**src/tbf_pkg.sv**
```systemverilog
// Purpose: Shared constants and types for the token bus command framer
// Assumes: 50 MHz system clock
// Notes:   Offsets are AXI4-Lite byte addresses
`default_nettype none
package tbf_pkg;
  // ****************************************
  // Clock and link timing
  // ****************************************
  localparam int CLK_NS = 20;
  localparam int RESP_MIN_NS = 74000;
  localparam int RESP_MAX_NS = 78000;
  localparam int IDLE_MIN_NS = 82000;
  localparam int IDLE_MAX_NS = 86000;
  localparam int RECONF_MS = 840;
  localparam int BLINK_MS = 250;
  localparam int RESP_MIN_CYC = (RESP_MIN_NS + CLK_NS - 1) / CLK_NS;
  localparam int RESP_MAX_CYC = RESP_MAX_NS / CLK_NS;
  localparam int IDLE_MIN_CYC = (IDLE_MIN_NS + CLK_NS - 1) / CLK_NS;
  localparam int IDLE_MAX_CYC = IDLE_MAX_NS / CLK_NS;
  localparam int RECONF_CYC = RECONF_MS * (1000000 / CLK_NS);
  localparam int BLINK_CYC = BLINK_MS * (1000000 / CLK_NS);
  // ****************************************
  // Packet bytes and positions
  // ****************************************
  localparam logic [7:0] CH_SPACE = 8'h20;
  localparam logic [7:0] CH_CONT = 8'h43;
  localparam logic [7:0] CH_NUL = 8'h00;
  localparam logic [7:0] CH_ZERO = 8'h30;
  localparam logic [7:0] POS_FLAG = 8'h00;
  localparam logic [7:0] POS_HDR_LAST = 8'h06;
  localparam logic [7:0] POS_TEXT = 8'h07;
  localparam logic [7:0] POS_PKT_LAST = 8'hFF;
  // ****************************************
  // Status codes
  // ****************************************
  localparam logic [7:0] MODE_EDIT = 8'h01;
  localparam logic [7:0] MODE_VIEW = 8'h02;
  localparam logic [7:0] MODE_LOCAL = 8'h03;
  localparam logic [7:0] MODE_PANIC = 8'h04;
  localparam logic [7:0] ERR_MIN = 8'h14;
  localparam logic [7:0] ERR_INHIBIT = 8'h14;
  // ****************************************
  // Registers
  // ****************************************
  localparam logic [7:0] REG_CTRL = 8'h00;
  localparam logic [7:0] REG_STATUS = 8'h04;
  localparam logic [7:0] REG_RESP_T = 8'h08;
  localparam logic [7:0] REG_IDLE_T = 8'h0C;
  localparam logic [7:0] REG_RECONF_T = 8'h10;
  localparam logic CTRL_VIEW_RST = 1'b0;
  localparam logic [1:0] AXI_OKAY = 2'b00;
  localparam logic [1:0] AXI_SLVERR = 2'b10;
  // ****************************************
  // Types
  // ****************************************
  typedef struct packed {
    logic wr;
    logic [7:0] addr;
    logic [7:0] data;
  } tbf_txw_t;
  typedef struct packed {
    logic valid;
    logic last;
    logic alters;
    logic [7:0] data;
    logic [7:0] src;
  } tbf_cmd_t;
  typedef enum logic [5:0] {
    S_IDLE = 6'b000001,
    S_CMD  = 6'b000010,
    S_WAIT = 6'b000100,
    S_TEXT = 6'b001000,
    S_HDR  = 6'b010000,
    S_SEND = 6'b100000
  } tbf_state_t;
endpackage
`default_nettype wire

```
**src/tbf_framer.sv**
```systemverilog
// Purpose: Command intake and response packet framing for the network port
// Assumes: Packet buffer of the network controller is written by address
// Notes:   One command in flight; others wait on o_cmd_ready
// Functional notes
// - Space flag when no packet follows
// - C flag on every packet but last
// - Bytes 0-6 status, text 7 to 255
// - Codes below twenty only report mode
// - Edit mode without error reports one
// - Failed command reports code twenty or more
// - View mode set by software reports two
// - View mode never restricts network commands
// - Local panel reports three
// - Emergency shutdown reports four
// - Reject settings-changing commands when local or shutdown
// - Rejection lasts until cause clears
// - Space ends code inside status region
// - Commands accepted with no login
// - Arrival order, reply to sender node
// - Trailing zero byte equals no terminator
// - Node ID from eight switches, MSB first
// - All-zero ID keeps device off network
// - Standard long-range response, idle, reconfiguration timing
// - Net LED lit on activity, blinks reconfiguring
// - Board LED lit on interface access
//
// The address map and register access over AXI4-Lite are this design's own decisions.
`timescale 1ns/1ps
`default_nettype none
module tbf_framer import tbf_pkg::*; #(
  parameter int IDLE_MIN = IDLE_MIN_CYC,
  parameter int IDLE_MAX = IDLE_MAX_CYC,
  parameter int RECONF = RECONF_CYC,
  parameter int BLINK = BLINK_CYC
) (
  input wire logic i_sys_clk,
  input wire logic i_reset,
  input wire logic i_ce,
  input wire logic [7:0] i_s_axi_awaddr,
  input wire logic i_s_axi_awvalid,
  output logic o_s_axi_awready,
  input wire logic [31:0] i_s_axi_wdata,
  input wire logic [3:0] i_s_axi_wstrb,
  input wire logic i_s_axi_wvalid,
  output logic o_s_axi_wready,
  output logic [1:0] o_s_axi_bresp,
  output logic o_s_axi_bvalid,
  input wire logic i_s_axi_bready,
  input wire logic [7:0] i_s_axi_araddr,
  input wire logic i_s_axi_arvalid,
  output logic o_s_axi_arready,
  output logic [31:0] o_s_axi_rdata,
  output logic [1:0] o_s_axi_rresp,
  output logic o_s_axi_rvalid,
  input wire logic i_s_axi_rready,
  input wire logic [7:0] i_node_sw,
  output logic o_net_join,
  output logic [7:0] o_node_id,
  input wire logic i_panel_local,
  input wire logic i_panic,
  input wire tbf_cmd_t i_cmd,
  output logic o_cmd_ready,
  output logic o_exec_valid,
  output logic o_exec_end,
  output logic [7:0] o_exec_data,
  input wire logic i_exec_ready,
  input wire logic i_rsp_valid,
  input wire logic i_rsp_last,
  input wire logic [7:0] i_rsp_data,
  input wire logic [7:0] i_rsp_err,
  output logic o_rsp_ready,
  output tbf_txw_t o_tx,
  output logic o_tx_send,
  output logic [7:0] o_tx_dest,
  input wire logic i_tx_done,
  input wire logic i_link_token,
  input wire logic i_link_tx,
  input wire logic i_link_reconfig,
  input wire logic i_host_access,
  output logic o_led_net,
  output logic o_led_board
);
  // ****************************************
  // Declarations
  // ****************************************
  tbf_state_t state_reg;
  logic node_ok_reg;
  logic view_reg;
  logic inhib_reg;
  logic end_pend_reg;
  logic more_reg;
  logic [7:0] src_reg;
  logic [7:0] pos_reg;
  logic [7:0] code_reg;
  logic [7:0] mode_code;
  logic [7:0] hdr_byte;
  logic [7:0] d_hund;
  logic [7:0] d_tens;
  logic [7:0] d_ones;
  logic [1:0] n_dig;
  logic slot_free;
  logic cmd_take;
  logic drop_byte;
  logic [31:0] blink_cnt_reg;
  logic blink_reg;
  logic aw_have_reg;
  logic w_have_reg;
  logic [7:0] aw_addr_reg;
  logic [31:0] w_data_reg;
  logic [3:0] w_strb_reg;

  // ****************************************
  // Node identity
  // ****************************************
  // Switches are caught once after reset; moving them later has no effect
  always_ff @(posedge i_sys_clk) begin
    if (i_reset) begin
      node_ok_reg <= 1'b0;
      o_node_id <= 8'h00;
    end else if (i_ce && !node_ok_reg) begin
      node_ok_reg <= 1'b1;
      o_node_id <= i_node_sw;
    end
  end
  // A zero ID never joins, so commands are never taken
  assign o_net_join = node_ok_reg && (o_node_id != 8'h00);

  // ****************************************
  // Status code
  // ****************************************
  // Shutdown outranks local; view is informational only
  always_comb begin
    if (i_panic) mode_code = MODE_PANIC;
    else if (i_panel_local) mode_code = MODE_LOCAL;
    else if (view_reg) mode_code = MODE_VIEW;
    else mode_code = MODE_EDIT;
  end

  // Decimal digits of the latched code, no leading zeros
  assign d_hund = code_reg / 8'd100;
  assign d_tens = (code_reg / 8'd10) % 8'd10;
  assign d_ones = code_reg % 8'd10;
  assign n_dig = (code_reg >= 8'd100) ? 2'd3 :
                 (code_reg >= 8'd10) ? 2'd2 : 2'd1;

  // Header byte at pos_reg: flag, digits, space, then space padding
  always_comb begin
    hdr_byte = CH_SPACE;
    if (pos_reg == POS_FLAG) begin
      hdr_byte = more_reg ? CH_CONT : CH_SPACE;
    end else if (n_dig == 2'd3) begin
      case (pos_reg)
        8'h01: hdr_byte = CH_ZERO + d_hund;
        8'h02: hdr_byte = CH_ZERO + d_tens;
        8'h03: hdr_byte = CH_ZERO + d_ones;
        default: hdr_byte = CH_SPACE;
      endcase
    end else if (n_dig == 2'd2) begin
      case (pos_reg)
        8'h01: hdr_byte = CH_ZERO + d_tens;
        8'h02: hdr_byte = CH_ZERO + d_ones;
        default: hdr_byte = CH_SPACE;
      endcase
    end else if (pos_reg == 8'h01) begin
      hdr_byte = CH_ZERO + d_ones;
    end
  end

  // ****************************************
  // Command intake
  // ****************************************
  // The hand-off slot is one byte deep; it drains before a reply starts
  assign slot_free = !o_exec_valid || i_exec_ready;
  assign drop_byte = inhib_reg || (i_cmd.last && i_cmd.data == CH_NUL);
  // No login: any sender is taken as soon as the device is joined
  assign o_cmd_ready = (state_reg == S_CMD) && !end_pend_reg &&
                       (inhib_reg || slot_free);
  assign cmd_take = o_cmd_ready && i_cmd.valid;
  assign o_rsp_ready = (state_reg == S_TEXT);

  // Exec slot: data bytes, then an end marker per command that is not inhibited
  always_ff @(posedge i_sys_clk) begin
    if (i_reset) begin
      o_exec_valid <= 1'b0;
      o_exec_end <= 1'b0;
      o_exec_data <= 8'h00;
    end else if (i_ce) begin
      if (cmd_take && !drop_byte) begin
        o_exec_valid <= 1'b1;
        o_exec_end <= 1'b0;
        o_exec_data <= i_cmd.data;
      end else if (state_reg == S_CMD && end_pend_reg && !inhib_reg &&
                   slot_free) begin
        o_exec_valid <= 1'b1;
        o_exec_end <= 1'b1;
        o_exec_data <= 8'h00;
      end else if (i_exec_ready) begin
        o_exec_valid <= 1'b0;
        o_exec_end <= 1'b0;
      end
    end
  end

  // ****************************************
  // Sequencer
  // ****************************************
  // One command at a time keeps replies in arrival order
  always_ff @(posedge i_sys_clk) begin
    if (i_reset) begin
      state_reg <= S_IDLE;
      inhib_reg <= 1'b0;
      end_pend_reg <= 1'b0;
      more_reg <= 1'b0;
      src_reg <= 8'h00;
      pos_reg <= 8'h00;
      code_reg <= MODE_EDIT;
      o_tx <= '0;
      o_tx_send <= 1'b0;
    end else if (i_ce) begin
      o_tx.wr <= 1'b0;
      o_tx_send <= 1'b0;
      case (state_reg)
        S_IDLE: begin
          if (o_net_join && i_cmd.valid) begin
            src_reg <= i_cmd.src;
            // Inhibition is judged at the first byte and holds for the whole command
            inhib_reg <= i_cmd.alters && (i_panel_local || i_panic);
            end_pend_reg <= 1'b0;
            state_reg <= S_CMD;
          end
        end
        S_CMD: begin
          if (cmd_take && i_cmd.last) begin
            end_pend_reg <= 1'b1;
          end else if (end_pend_reg && inhib_reg) begin
            code_reg <= ERR_INHIBIT;
            more_reg <= 1'b0;
            pos_reg <= POS_FLAG;
            state_reg <= S_HDR;
          end else if (end_pend_reg && slot_free) begin
            state_reg <= S_WAIT;
          end
        end
        S_WAIT: begin
          if (i_rsp_valid) begin
            code_reg <= (i_rsp_err >= ERR_MIN) ? i_rsp_err : mode_code;
            pos_reg <= POS_TEXT;
            state_reg <= S_TEXT;
          end
        end
        S_TEXT: begin
          if (i_rsp_valid) begin
            o_tx.wr <= 1'b1;
            o_tx.addr <= pos_reg;
            o_tx.data <= i_rsp_data;
            if (i_rsp_last || pos_reg == POS_PKT_LAST) begin
              more_reg <= !i_rsp_last;
              pos_reg <= POS_FLAG;
              state_reg <= S_HDR;
            end else begin
              pos_reg <= pos_reg + 8'h01;
            end
          end
        end
        S_HDR: begin
          o_tx.wr <= 1'b1;
          o_tx.addr <= pos_reg;
          o_tx.data <= hdr_byte;
          if (pos_reg == POS_HDR_LAST) begin
            o_tx_send <= 1'b1;
            state_reg <= S_SEND;
          end else begin
            pos_reg <= pos_reg + 8'h01;
          end
        end
        S_SEND: begin
          if (i_tx_done) begin
            pos_reg <= POS_TEXT;
            state_reg <= more_reg ? S_TEXT : S_IDLE;
          end
        end
        default: state_reg <= S_IDLE;
      endcase
    end
  end
  assign o_tx_dest = src_reg;

  // ****************************************
  // Indicators
  // ****************************************
  // Blink pace is slow enough to see during a reconfiguration
  always_ff @(posedge i_sys_clk) begin
    if (i_reset) begin
      blink_cnt_reg <= 32'h0;
      blink_reg <= 1'b0;
    end else if (i_ce) begin
      if (blink_cnt_reg >= 32'(BLINK - 1)) begin
        blink_cnt_reg <= 32'h0;
        blink_reg <= !blink_reg;
      end else begin
        blink_cnt_reg <= blink_cnt_reg + 32'h1;
      end
    end
  end
  assign o_led_net = i_link_reconfig ? blink_reg :
                     (i_link_token || i_link_tx);
  assign o_led_board = i_host_access || o_tx.wr || o_tx_send;

  // ****************************************
  // AXI4-Lite slave
  // ****************************************
  // Address and data are taken in either order; reply once both are held
  assign o_s_axi_awready = !aw_have_reg && !o_s_axi_bvalid;
  assign o_s_axi_wready = !w_have_reg && !o_s_axi_bvalid;
  always_ff @(posedge i_sys_clk) begin
    if (i_reset) begin
      aw_have_reg <= 1'b0;
      w_have_reg <= 1'b0;
      aw_addr_reg <= 8'h00;
      w_data_reg <= 32'h0;
      w_strb_reg <= 4'h0;
      o_s_axi_bvalid <= 1'b0;
      o_s_axi_bresp <= AXI_OKAY;
      view_reg <= CTRL_VIEW_RST;
    end else if (i_ce) begin
      if (i_s_axi_awvalid && o_s_axi_awready) begin
        aw_have_reg <= 1'b1;
        aw_addr_reg <= i_s_axi_awaddr;
      end
      if (i_s_axi_wvalid && o_s_axi_wready) begin
        w_have_reg <= 1'b1;
        w_data_reg <= i_s_axi_wdata;
        w_strb_reg <= i_s_axi_wstrb;
      end
      if (aw_have_reg && w_have_reg && !o_s_axi_bvalid) begin
        aw_have_reg <= 1'b0;
        w_have_reg <= 1'b0;
        o_s_axi_bvalid <= 1'b1;
        if (aw_addr_reg == REG_CTRL) begin
          o_s_axi_bresp <= AXI_OKAY;
          if (w_strb_reg[0]) view_reg <= w_data_reg[0];
        end else if (aw_addr_reg == REG_STATUS ||
                     aw_addr_reg == REG_RESP_T ||
                     aw_addr_reg == REG_IDLE_T ||
                     aw_addr_reg == REG_RECONF_T) begin
          o_s_axi_bresp <= AXI_OKAY;
        end else begin
          o_s_axi_bresp <= AXI_SLVERR;
        end
      end else if (o_s_axi_bvalid && i_s_axi_bready) begin
        o_s_axi_bvalid <= 1'b0;
      end
    end
  end

  // Reads answer one cycle after the address is taken
  assign o_s_axi_arready = !o_s_axi_rvalid;
  always_ff @(posedge i_sys_clk) begin
    if (i_reset) begin
      o_s_axi_rvalid <= 1'b0;
      o_s_axi_rdata <= 32'h0;
      o_s_axi_rresp <= AXI_OKAY;
    end else if (i_ce) begin
      if (i_s_axi_arvalid && o_s_axi_arready) begin
        o_s_axi_rvalid <= 1'b1;
        o_s_axi_rresp <= AXI_OKAY;
        case (i_s_axi_araddr)
          REG_CTRL: o_s_axi_rdata <= {31'h0, view_reg};
          REG_STATUS: o_s_axi_rdata <= {code_reg, o_node_id, 5'h00,
            (state_reg != S_IDLE), i_panic, i_panel_local,
            o_net_join, more_reg, state_reg};
          // Link timing handed to the network controller
          REG_RESP_T: o_s_axi_rdata <= {16'(RESP_MAX_CYC),
                                        16'(RESP_MIN_CYC)};
          REG_IDLE_T: o_s_axi_rdata <= {16'(IDLE_MAX), 16'(IDLE_MIN)};
          REG_RECONF_T: o_s_axi_rdata <= 32'(RECONF);
          default: begin
            o_s_axi_rdata <= 32'h0;
            o_s_axi_rresp <= AXI_SLVERR;
          end
        endcase
      end else if (o_s_axi_rvalid && i_s_axi_rready) begin
        o_s_axi_rvalid <= 1'b0;
      end
    end
  end
endmodule // tbf_framer
`default_nettype wire

```
**config.mk**
```make
export PLATFORM = sky130hd
export DESIGN_NAME = tbf_framer
export DESIGN_NICKNAME = d
export VERILOG_FILES = /design/src/tbf_pkg.sv /design/src/tbf_framer.sv
export SDC_FILE = /design/constraint.sdc
export NUM_CORES = 1
export LEC_CHECK = 0
export BUFFER_PORTS_ARGS = -buffer_cell sky130_fd_sc_hd__buf_2
export CAP_MARGIN = 20
export CORE_MARGIN = 2
export CORE_UTILIZATION = 45
export DETAILED_ROUTE_END_ITERATION = 10
export PLACE_DENSITY = 0.73
export SLEW_MARGIN = 20
export SYNTH_ARGS = -nofsm -noshare
export SYNTH_HDL_FRONTEND = slang
export SYNTH_SLANG_ARGS = --single-unit
```
**constraint.sdc**
```tcl
create_clock -name i_sys_clk -period 4 [get_ports i_sys_clk]
set_input_delay 0.2 -clock i_sys_clk [delete_from_list [all_inputs] [get_ports i_sys_clk]]
set_output_delay 0.2 -clock i_sys_clk [all_outputs]
set_load 0.05 [all_outputs]
```
==> metrics <==
Place WS=0.0915 ns; IO Pins=203; area occupied by registers=3010 sq um; Seq/Total Area, Yosys=39.1%; commonest non-fill, non-tap cells in the layout=buf_2, nor2_1, dfxtp_1; max FFs per register=32; initial core utilization=46.2%; most common cell after layout, fill and taps aside=buf_2; multi-input logic area=about 4400 sq um; Worst Skew=0.00912 ns; worst-path cell chain=nand2b_2, a31oi_2, o31ai_4, inv_1, ha_1, o311ai_2, a21oi_4, o22ai_2, ha_1, o32ai_1, o21ai_1, xor2_1, nand2_1, ha_1, o22ai_1, o31ai_1, a211o_1, a211oi_1; Worst VDD drop=~260 uV; Mapped Area=7680 sq um; CORE AREA=16600 sq um; ys async rst share=0%; Synth Instances=959; Overall Power=0.00335 W; 1st-pass router iterations=5; post-route setup TNS=0 ns; max-cap violation count=0; first-pass GRT wire length=33.9 mm; crit path DAT=4.09 ns; RD Place Congestion=0.907; FF+latch count, synth=150; Fin. Hold Viols=0; via/cell ratio=~5.6; DR DRC count=0; Mapped Avg Cell Area=about 8.0 sq um; reg-to-reg startpoint=code_reg[7]$_SDFFE_PP0P_; share of layout cells above drive strength 1=roughly 22%; Fill cells=~1500; largest net degree at the start of global routing=61; Crit. End Element=register; Final WS setup=0.239 ns; total CTS buffers=17; Worst Hold Class=in -> reg; Tmin final=3.76 ns; Port Buffers=165; Leak=3.77 nW; top cell type's share of synthesized area=39.1%; 1st-iter DRT viols=approximately 570; Final ANT Viol Nets=0; clock sinks=150; slowest library cell on the worst path=dfxtp_2; postcts setup bufs=0; Crit Path Category=reg -> reg; nets=~1300; GRT overflow=0; DIE WIDTH=between 100 and 150 um; DP HPWL=15.6 mm; hold_ws=0.0180 ns; # rows=47; root buf cell=clkbuf_16; placed cells=1328; HP Start=i_node_sw[2]; Power Density=approximately 360 nW/um^2; fmax=266 MHz; Non-Filler Instances=approximately 1400; WL/cell=15.6 um; clk buf depth=2; Slew Limit Fails=0; CP max stage delay=0.38 ns; total global-route track usage=23.1%; RSZ-0062 raised after global routing=no; Post-Route WL=21.2 mm; vias in the first global route=6927; TritonCTS clock tree=yes; Critical Path Most Common Cell=ha_1; Crit Path Max Fanout=11; Post-synth EDFFs=0; Vias=7546; die area=about 18000 sq um; largest area contributor in the netlist=dfxtp_1; CP startpoint=code_reg[7]$_SDFFE_PP0P_; synth warn=0; # setup viols final=0; Least-Margin Pin Slew=1.01 ns; Die H=~130 um; Yosys cell types=83; P&R area growth vs syn=22.4%; Worst-Skew Late Latency=0.42 ns; fin crit share=a little over nine tenths; required time of the critical path=4.33 ns; dominant synthesized flop cell=dfxtp_1; CTS clk-pin slew, worst paths=0.06 ns; Area contributors post-synth=dfxtp_1, nor2_1, nand2_1, a21oi_1, mux2i_1; # diodes=0; Setup crit start kind=register; status=finished, final reports clean; slew margin rel.=between 30% and 40%; initial antenna violation count=2; CTS HTree Levels=4
through the flow:
step / instance area (sq um) / utilization [%]
after floorplan: 7690 / -
after global placement: 8830 / 53.0
after detailed placement: 8830 / 53.0
after CTS: 9370 / 56.3
after global routing: 9400 / 56.5
final: 9400 / 56.5
kinds of logic (layout without fill, tap and decap cells):
kind of cell	count (synthesis)	after routing	share of synthesized area, %
and+or+nand+nor	437	437	27.3
muxes	23	23	3.01
xor gates and xnor gates	39	39	4.45
AOI/OAI and AO/OA	220	220	19.9
other	2	5	0.0977
buffers and inverters	76	253	4.23
adders and majority gates	12	12	1.95
DFF	150	150	39.1
layout make-up:
cell class,count,area share [%]
multi-input cells,736,46.6
flip-flops and latches,150,32.0
repair buffers,202,11.8
clock buffers,24,5.02
well taps,220,2.93
inverters,20,0.799
clock inverters,7,0.785
worst max-delay path, delay by kind of cell (launching register included):
kind | cells | cell delay, ns
compound gates | 11 | 1.96
xor+xnor | 1 | 0.14
fa+ha+maj | 3 | 0.76
buf+inv | 1 | 0.12
flops | 1 | 0.38
simple gates | 2 | 0.31
timing repair:
action / CTS / global route
gates resized for setup: 0 / 11
setup endpoints to repair: 0 / 1
hold buffers: 0 / 0
worst paths after layout:
path              cells past startpoint  slack [ns]                        end
setup / recovery                     18        0.24       o_tx[5]$_SDFFE_PP0P_
hold / removal                        3        0.02  o_node_id[2]$_SDFFE_PP0P_
setup reg to reg                     18        0.24       o_tx[5]$_SDFFE_PP0P_
hold reg to reg                       2        0.45      o_tx[14]$_SDFFE_PP0P_
Yosys cell counts (all sizes together) (6+ instances only):
| cell type | instances |
|---|---|
| nor2 | 158 |
| dfxtp | 150 |
| nand2 | 103 |
| a21oi | 60 |
| nand3 | 40 |
| clkbuf | 35 |
| o21ai | 35 |
| a22oi | 25 |
| mux2i | 22 |
| nor3 | 22 |
| buf | 21 |
| xor2 | 21 |
| inv | 19 |
| xnor2 | 18 |
| and3 | 15 |
| nand2b | 15 |
| a31oi | 14 |
| a221oi | 13 |
| a211oi | 12 |
| ha | 12 |
| nor2b | 12 |
| nor4 | 12 |
| nand4 | 10 |
| nand3b | 8 |
| and2 | 7 |
| nor3b | 7 |
| o21a | 7 |
| o211ai | 6 |
where the power goes:
part	internal, W	leakage [nW]	switching (W)
Combinational	0.0000975	2.29	0.000199
Clock	0.000887	0.264	0.000625
Sequential	0.00152	1.21	0.0000258
Total	0.00250	3.77	0.000850
metal layers:
layer	vias to the layer above	GRT usage [%]	routed length [um]
met5	-	0	21
met4	4	6.90	323
met3	33	6.31	1470
met2	245	37.5	9670
met1	3516	30.0	9680
li1	3748	-	-
No activity file was read; power rests on OpenSTA's default activity.
